<file path="config.mk">
export PLATFORM = sky130hd
export DESIGN_NAME = acr_ctrl
export DESIGN_NICKNAME = d
export VERILOG_FILES = /design/src/acr_pkg.sv /design/src/acr_ctrl.sv
export VERILOG_INCLUDE_DIRS = /design/src /design/src/src
export SDC_FILE = /design/constraint.sdc
export NUM_CORES = 1
export LEC_CHECK = 0
export BUFFER_PORTS_ARGS = -buffer_cell sky130_fd_sc_hd__buf_4
export CORE_MARGIN = 3
export CORE_UTILIZATION = 56
export CTS_BUF_LIST = sky130_fd_sc_hd__clkbuf_8
export CTS_CLUSTER_SIZE = 24
export DETAILED_ROUTE_END_ITERATION = 7
export PLACE_DENSITY = 0.88
export SKIP_LAST_GASP = 1
export SLEW_MARGIN = 20
export SYNTH_ARGS = -nofsm -noshare
export SYNTH_HDL_FRONTEND = slang
export SYNTH_SLANG_ARGS = --single-unit
</file>
<file path="constraint.sdc">
create_clock -name ref_clk -period 3.2 [get_ports ref_clk]
set_input_delay 0.32 -clock ref_clk [delete_from_list [all_inputs] [get_ports ref_clk]]
set_output_delay 0.32 -clock ref_clk [all_outputs]
set_load 0.05 [all_outputs]
</file>
<file path="src/acr_params.svh">
// Purpose: constants of the converter control block
// Assumes: included by its bare name
// Notes: printed offsets are register indices; byte address is four times the index
`ifndef ACR_PARAMS_SVH
`define ACR_PARAMS_SVH

`define ACR_IDX_RESULT_LOW 8'h78
`define ACR_IDX_RESULT_HIGH 8'h79
`define ACR_IDX_CTRL_STATUS_A 8'h7A
`define ACR_IDX_TRIG_SELECT 8'h7B
`define ACR_IDX_INPUT_SELECT 8'h7C

`define ACR_CSA_ENABLE 7
`define ACR_CSA_START 6
`define ACR_CSA_AUTO_TRIG 5
`define ACR_CSA_FLAG 4
`define ACR_CSA_IRQ_EN 3
`define ACR_MUX_LEFT_ALIGN 5
`define ACR_MUX_RESERVED 4

`define ACR_RESET_BYTE 8'h00
`define ACR_RESET_RESULT 10'h000

`define ACR_CYCLES_FIRST 5'h19
`define ACR_CYCLES_NORMAL 5'h0D
`define ACR_TRIG_FREE_RUN 3'h0

`endif

</file>
<file path="src/acr_pkg.sv">
// Purpose: types shared by the converter control block and its bench
// Assumes: APB with 32-bit data
// Notes: constants live in acr_params.svh
package acr_pkg;

    typedef struct packed {
        logic psel;
        logic penable;
        logic pwrite;
        logic [11:0] paddr;
        logic [31:0] pwdata;
    } acr_apb_req_t;

    typedef struct packed {
        logic [31:0] prdata;
        logic pready;
        logic pslverr;
    } acr_apb_rsp_t;

    typedef enum logic [1:0] {
        ACR_REF_EXT_PIN = 2'b00,
        ACR_REF_SUPPLY = 2'b01,
        ACR_REF_RESERVED = 2'b10,
        ACR_REF_INT_1V1 = 2'b11
    } acr_ref_t;

    // analog routing handed to the sampling circuitry
    typedef struct packed {
        acr_ref_t reference_select;
        logic [3:0] input_channel_select;
    } acr_path_t;

endpackage : acr_pkg

</file>
<file path="src/acr_ctrl.sv">
// Purpose: register control of a 10-bit successive-approximation converter over APB
// Assumes: one clock, synchronous reset; analog result and trigger flags are on ref_clk
// Notes: the analog core samples path_out while conv_busy is high and holds analog_result
//        valid on the cycle conversion ends
//
// Functional notes
// - two-bit field picks external pin, supply, reserved or internal 1.1V reference.
// - reference and channel changes during a conversion wait until it completes.
// - left-align bit reshapes result view at once, even mid-conversion.
// - unused bit 4 of input select always reads zero.
// - channel codes: 0-7 pins, 8 temperature, 14 bandgap, 15 ground, others reserved.
// - enable bit turns converter on or off; clearing it aborts a conversion.
// - writing one to start begins a conversion; free running needs only the first.
// - first conversion after enabling takes 25 converter cycles, later ones 13.
// - start reads one while converting, clears at completion; writing zero does nothing.
// - with auto trigger on, a rising edge of the selected source starts a conversion.
// - completion flag sets when conversion ends and result registers are updated; here it also sets when a frozen result is dropped.
// - flag clears on interrupt vector entry or a written one; zero leaves it.
// - interrupt requested only when enable, global mask and flag are all set.
// - prescaler codes 0 and 1 divide by 2, then 4 up to 128 at code 7.
// - right aligned: 9:8 in high byte low bits; left: 9:2 high, 1:0 low 7:6.
// - after a low byte read, both bytes freeze until the high byte is read.
// - trigger is a rising edge of the selected flag; selecting free run never triggers.
// - result is an unsigned 10-bit code, zero at ground.
//
// Chosen here: the APB slave port.
`timescale 1ns/1ps
`include "acr_params.svh"

module acr_ctrl (
    // clock and reset
    input wire logic ref_clk,
    input wire logic srst,
    // register bus
    input wire acr_pkg::acr_apb_req_t apb_req,
    output acr_pkg::acr_apb_rsp_t apb_rsp,
    // processor side
    input wire logic global_irq_enable,
    input wire logic irq_vector_ack,
    output logic irq_req,
    // trigger flags, index is the trigger source code; bit 0 unused
    input wire logic [7:0] trigger_flags,
    // analog core
    input wire logic [9:0] analog_result,
    output acr_pkg::acr_path_t path_out,
    output logic converter_on,
    output logic conv_busy,
    output logic conv_long
);
    import acr_pkg::*;

    ////////////////////////////////////////////////////////////////////////////////
    // decoding

    // terminal count of the prescaler, one less than the division factor
    function automatic logic [6:0] acr_div_last(input logic [2:0] code);
        case (code)
            3'h0: acr_div_last = 7'h01;
            3'h1: acr_div_last = 7'h01;
            3'h2: acr_div_last = 7'h03;
            3'h3: acr_div_last = 7'h07;
            3'h4: acr_div_last = 7'h0F;
            3'h5: acr_div_last = 7'h1F;
            3'h6: acr_div_last = 7'h3F;
            default: acr_div_last = 7'h7F;
        endcase
    endfunction : acr_div_last

    function automatic logic acr_idx_hit(input logic [11:0] addr, input logic [7:0] idx);
        acr_idx_hit = (addr == {2'b00, idx, 2'b00});
    endfunction : acr_idx_hit

    logic [1:0] ref_sel_q;
    logic left_align_q;
    logic [3:0] chan_q;
    logic en_q;
    logic busy_q;
    logic ate_q;
    logic flag_q;
    logic ie_q;
    logic [2:0] div_q;
    logic [2:0] trig_sel_q;
    logic [9:0] res_q;
    logic lock_q;
    logic first_q;
    logic long_q;
    logic [4:0] cyc_q;
    logic [6:0] pre_q;
    logic trig_prev_q;
    acr_path_t path_q;
    acr_apb_rsp_t rsp_q;
    logic irq_q;

    ////////////////////////////////////////////////////////////////////////////////
    // bus decode

    wire sel_low = acr_idx_hit(apb_req.paddr, `ACR_IDX_RESULT_LOW);
    wire sel_high = acr_idx_hit(apb_req.paddr, `ACR_IDX_RESULT_HIGH);
    wire sel_csa = acr_idx_hit(apb_req.paddr, `ACR_IDX_CTRL_STATUS_A);
    wire sel_trig = acr_idx_hit(apb_req.paddr, `ACR_IDX_TRIG_SELECT);
    wire sel_mux = acr_idx_hit(apb_req.paddr, `ACR_IDX_INPUT_SELECT);
    wire sel_any = sel_low | sel_high | sel_csa | sel_trig | sel_mux;
    // one wait state: pready rises in the second access cycle
    wire acc_phase = apb_req.psel & apb_req.penable;
    wire acc_done = acc_phase & rsp_q.pready;
    wire wr_ok = acc_done & apb_req.pwrite & sel_any;
    wire wr_csa = wr_ok & sel_csa;
    wire wr_mux = wr_ok & sel_mux;
    wire wr_trig = wr_ok & sel_trig;
    wire rd_low_done = acc_done & ~apb_req.pwrite & sel_low;
    wire rd_high_done = acc_done & ~apb_req.pwrite & sel_high;
    wire [7:0] wbyte = apb_req.pwdata[7:0];

    // read views
    wire [7:0] view_low = left_align_q ? {res_q[1:0], 6'h00} : res_q[7:0];
    wire [7:0] view_high = left_align_q ? res_q[9:2] : {6'h00, res_q[9:8]};
    wire [7:0] view_mux = {ref_sel_q, left_align_q, 1'b0, chan_q};
    wire [7:0] view_csa = {en_q, busy_q, ate_q, flag_q, ie_q, div_q};
    wire [7:0] view_trig = {5'h00, trig_sel_q};
    wire [7:0] view_any = sel_low ? view_low :
                          sel_high ? view_high :
                          sel_csa ? view_csa :
                          sel_trig ? view_trig :
                          sel_mux ? view_mux : 8'h00;

    ////////////////////////////////////////////////////////////////////////////////
    // conversion sequencing

    wire en_next = wr_csa ? wbyte[`ACR_CSA_ENABLE] : en_q;
    wire enabling = wr_csa & wbyte[`ACR_CSA_ENABLE] & ~en_q;
    wire tick = en_q & (pre_q == acr_div_last(div_q));
    wire [4:0] cyc_last = long_q ? (`ACR_CYCLES_FIRST - 5'h01) : (`ACR_CYCLES_NORMAL - 5'h01);
    wire conv_done = busy_q & tick & (cyc_q == cyc_last);
    // free run has no external flag, so switching to it cannot make an edge
    wire trig_now = (trig_sel_q == `ACR_TRIG_FREE_RUN) ? 1'b0 : trigger_flags[trig_sel_q];
    wire trig_edge = trig_now & ~trig_prev_q;
    wire free_run = ate_q & (trig_sel_q == `ACR_TRIG_FREE_RUN);
    wire start_wr = wr_csa & wbyte[`ACR_CSA_START] & wbyte[`ACR_CSA_ENABLE];
    wire start_trig = ate_q & trig_edge & en_q;
    wire restart = conv_done & free_run & en_next;
    wire start_any = ((start_wr | start_trig) & ~busy_q & en_next) | restart;
    wire first_now = first_q | enabling;
    wire take_result = conv_done & (~lock_q | rd_high_done);
    wire flag_clr = irq_vector_ack | (wr_csa & wbyte[`ACR_CSA_FLAG]);

    always_ff @(posedge ref_clk) begin
        if (srst) begin
            busy_q <= 1'b0;
            cyc_q <= 5'h00;
            long_q <= 1'b0;
            first_q <= 1'b0;
        end else begin
            if (!en_next) begin
                busy_q <= 1'b0;
            end else if (start_any) begin
                busy_q <= 1'b1;
            end else if (conv_done) begin
                busy_q <= 1'b0;
            end
            if (start_any) begin
                cyc_q <= 5'h00;
                long_q <= first_now;
            end else if (busy_q && tick) begin
                cyc_q <= cyc_q + 5'h01;
            end
            if (!en_next) begin
                first_q <= 1'b0;
            end else if (start_any) begin
                first_q <= 1'b0;
            end else if (enabling) begin
                first_q <= 1'b1;
            end
        end
    end

    // restarting the prescaler at each start gives every conversion whole converter cycles
    always_ff @(posedge ref_clk) begin
        if (srst || !en_q || start_any || tick) begin
            pre_q <= 7'h00;
        end else begin
            pre_q <= pre_q + 7'h01;
        end
    end

    always_ff @(posedge ref_clk) begin
        if (srst) begin
            trig_prev_q <= 1'b0;
        end else begin
            trig_prev_q <= trig_now;
        end
    end

    ////////////////////////////////////////////////////////////////////////////////
    // registers

    always_ff @(posedge ref_clk) begin
        if (srst) begin
            {ref_sel_q, left_align_q, chan_q} <= 7'h00;
        end else if (wr_mux) begin
            ref_sel_q <= wbyte[7:6];
            left_align_q <= wbyte[`ACR_MUX_LEFT_ALIGN];
            chan_q <= wbyte[3:0];
        end
    end

    always_ff @(posedge ref_clk) begin
        if (srst) begin
            {en_q, ate_q, ie_q, div_q} <= 6'h00;
            trig_sel_q <= 3'h0;
        end else begin
            if (wr_csa) begin
                en_q <= wbyte[`ACR_CSA_ENABLE];
                ate_q <= wbyte[`ACR_CSA_AUTO_TRIG];
                ie_q <= wbyte[`ACR_CSA_IRQ_EN];
                div_q <= wbyte[2:0];
            end
            if (wr_trig) begin
                trig_sel_q <= wbyte[2:0];
            end
        end
    end

    // set wins over a clear in the same cycle
    always_ff @(posedge ref_clk) begin
        if (srst) begin
            flag_q <= 1'b0;
        end else begin
            flag_q <= conv_done | (flag_q & ~flag_clr);
        end
    end

    // a result finishing while frozen is lost, as the flag still reports it
    always_ff @(posedge ref_clk) begin
        if (srst) begin
            res_q <= `ACR_RESET_RESULT;
            lock_q <= 1'b0;
        end else begin
            if (take_result) begin
                res_q <= analog_result;
            end
            if (rd_high_done) begin
                lock_q <= 1'b0;
            end else if (rd_low_done) begin
                lock_q <= 1'b1;
            end
        end
    end

    // routing follows the registers only between conversions
    always_ff @(posedge ref_clk) begin
        if (srst) begin
            path_q <= '0;
        end else if (!busy_q || conv_done) begin
            path_q.reference_select <= acr_ref_t'(ref_sel_q);
            path_q.input_channel_select <= chan_q;
        end
    end

    always_ff @(posedge ref_clk) begin
        if (srst) begin
            rsp_q <= '0;
            irq_q <= 1'b0;
        end else begin
            rsp_q.pready <= acc_phase & ~rsp_q.pready;
            rsp_q.pslverr <= acc_phase & ~rsp_q.pready & ~sel_any;
            rsp_q.prdata <= {24'h000000, view_any};
            irq_q <= ie_q & global_irq_enable & flag_q;
        end
    end

    assign apb_rsp = rsp_q;
    assign irq_req = irq_q;
    assign path_out = path_q;
    assign converter_on = en_q;
    assign conv_busy = busy_q;
    assign conv_long = long_q;

    logic [4:0] chk_ticks_q;
    always_ff @(posedge ref_clk) begin
        if (srst || start_any) begin
            chk_ticks_q <= 5'h00;
        end else if (busy_q && tick) begin
            chk_ticks_q <= chk_ticks_q + 5'h01;
        end
    end
endmodule : acr_ctrl

</file>
==> qor.csv <==
metric;value;unit
hold wc startpoint;analog_result[2];
Vias/cell;5.53;
Fin. Hold Viols;0;
Clk pin slew, worst setup/hold paths;0.07;ns
Top delay family on crit path;compound AO/OA/AOI/OAI gates;
r2r startpoint;div_q[1];
Syn-to-layout area delta;16.5;%
Yosys reg bits;61;
met2 WL post-DR;3.76;mm
Yosys cell types;60;
initial antenna violation count;0;
first-pass GRT wire length;11.8;mm
RSZ-0062 raised after global routing;no;
WP buf/inv;0;
Ant. Diodes;0;
ANT nets after route;0;
Worst-Skew Late Latency;0.34;ns
Core Area;5540;sq um
port bufs;63;
largest fanout on the critical path;11;
highest metal used;met4;
number of global-route vias before repair;2512;
worst vdd ir;0.297;mV
min cycle time layout;2.35;ns
DIE HEIGHT;82.0;microns
reg2reg end;path_out[2];
worst path arrival time;2.55;ns
Final Max Slew Viols;0;
Final #Nets;487;
CTS root buf;clkbuf_8;
Leak Pwr;1.56;nW
pin count of the biggest net entering global routing;59;
power density cells;389;nW/um^2
Synth top area share;37.8;%
Worst R2R Setup Slack;0.85;ns
DR WL met3;576;microns
GRT overflow;0;
CP Cell Sequence;a21bo_2 -> o2111ai_1 -> nor2_1 -> a31o_1 -> mux2i_1 -> nor2_1;
layout cells sized above 1;24.0;%
Crit Path Class;flop to flop;
crit-path most repeated cell;nor2_1;
HP Class;input port to flop;
clk sinks;61;
routed wire length;7.50;mm
First-pass DRT Iterations;4;
total CTS buffers;9;
H-tree depth;3;
hold endpoint;res_q[2];
DP HPWL;5.36;mm
slew margin rel.;57.7;%
fmax;0.425;GHz
Post-Syn Area;3230;sq um
Ys Warns;0;
Worst Setup SP;div_q[1];
synth top area cells;dfxtp_1 38%, mux2i_1 9.9%, buf_4 6.7%;
Critical Path RT;3.40;ns
status;complete, no violations;
Post-Route M1 WL;3.05;mm
R2R cell count;6;
Starting Density;58.4;%
cell count after synthesis;361;
Setup Fix Bufs, Post-CTS;0;
FP Rows;27;
asr flop ratio synth;0;%
post-synth top area cell;dfxtp_1;
die width;82.0;microns
Mapped Avg Cell Area;8.96;sq um
final clock skew;0.00432;ns
die area;6720;sq um
Iter 0 DRT Violations;158;
overall power;1.47;mW
Critical-path top delay cell;dfxtp_1;
Worst path max stage delay;0.54;ns
DR WL/cell;15.2;microns
Top Ports;113;
Hold Crit Depth;3;
TNS Setup;0;ns
post_cts resized;0;
RD Place Congestion;0.853;
Final Cycle Share;73.5;%
clk buf depth;2;
CTS Hold Bufs;0;
via count;2720;
GRT Overall Usage;23.0;%
Worst-Margin Slew;0.634;ns
number of synthesized flops with an enable pin;0;
CP Capture Type;flop;
Startpoint Class;flop;
ys flop type;dfxtp_1;
drt drc;0;
TritonCTS clock tree;built;
max_cap viols;0;
sequential share of the synthesized area;37.8;%
final setup violation count;0;
how the worst max path moves through the flow:
stage                  endpoint  cells past startpoint
CTS                 path_out[2]                      6
finish              path_out[2]                      6
floorplan              cyc_q[0]                      8
detailed placement  path_out[2]                      6
global route        path_out[4]                      6
global placement    path_out[1]                      6
synth_stat cells (all sizes together), types with 2 or more instances:
cell / number
nor4b: 3
o21a: 2
clkbuf: 8
mux2i: 33
and3: 9
dfxtp: 61
and4b: 2
a21boi: 2
ha: 3
nor2b: 3
nor4: 9
o21ai: 4
or4b: 2
a21o: 2
inv: 9
a311oi: 2
a211oi: 3
nor3b: 5
nand3b: 3
nand4: 7
and2: 5
xnor2: 6
buf: 37
a2bb2oi: 2
xor2: 4
a31oi: 2
mux2: 3
nor3: 10
a21oi: 30
nand2: 30
nand3: 9
nor2: 40
metrics by stage:
stage / setup slack, ns / hold WS, ns / util, % / std cells / cell area, sq um
detailed placement: 0.879 / 0.468 / 65.1 / 476 / 3610
finish: 0.850 / 0.206 / 68.0 / 492 / 3770
CTS: 0.867 / 0.201 / 68.0 / 492 / 3770
global route: 0.628 / 0.225 / 68.0 / 492 / 3770
floorplan: 1.08 / 0.404 / - / 384 / 3320
global placement: 0.988 / 0.468 / 65.1 / 476 / 3610
logic make-up after synthesis:
logic type / count (synthesis) / synth area share (%)
other: 1 / 0.116
xor gates and xnor gates: 10 / 2.71
AOI/OAI and AO/OA: 53 / 11.2
and+or+nand+nor: 142 / 25.0
muxes: 37 / 12.1
buffers and inverters: 54 / 10.0
DFF: 61 / 37.8
adders and majority gates: 3 / 1.16
placed cells by master, fill, tap and decap left out, types with 4 or more instances in the layout:
cell type  instances
xor2_1             4
conb_1            24
clkinv_2           4
and3_1             8
nor3_1            10
inv_1             11
a21oi_1           27
nor4_2             4
nand3_1            9
mux2i_1           32
nor4_1             4
nand2_1           29
nor2_1            40
nor3b_1            5
and2_1             5
nand4_1            7
clkbuf_8           9
buf_4             65
dfxtp_1           61
xnor2_1            6
state kept, by name, indices dropped and copies added, names as in the netlist, 2 cells and up:
name        flops
trig_sel_q      3
res_q          10
chan_q          4
ref_sel_q       2
cyc_q           5
path_out        6
apb_rsp        10
div_q           3
pre_q           7
area by class of cell:
type / instances / area (sq um)
inverters: 9 / 33.8
well taps: 72 / 90.1
fillers: 448 / 1770
clock inverters: 7 / 35.0
repair buffers: 65 / 488
flip-flops and latches: 61 / 1220
multi-input cells: 269 / 1780
clock buffers: 9 / 124
routing by layer:
layer	up-vias	track usage, %
li1	1327	-
met2	94	37.6
met3	11	6.03
met5	-	0
met1	1288	28.8
met4	0	8.80
worst min-delay path, stage by stage:
cell and delay (ns):
buf_4 0.07, mux2i_1 0.05, nor2_1 0.07
where the power goes:
group | internal [mW] | switching (mW) | total [mW]
clock | 0.269 | 0.290 | 0.559
sequential | 0.760 | 0.000647 | 0.761
combinational | 0.0423 | 0.104 | 0.147
Power figures use the tool's default switching activity.
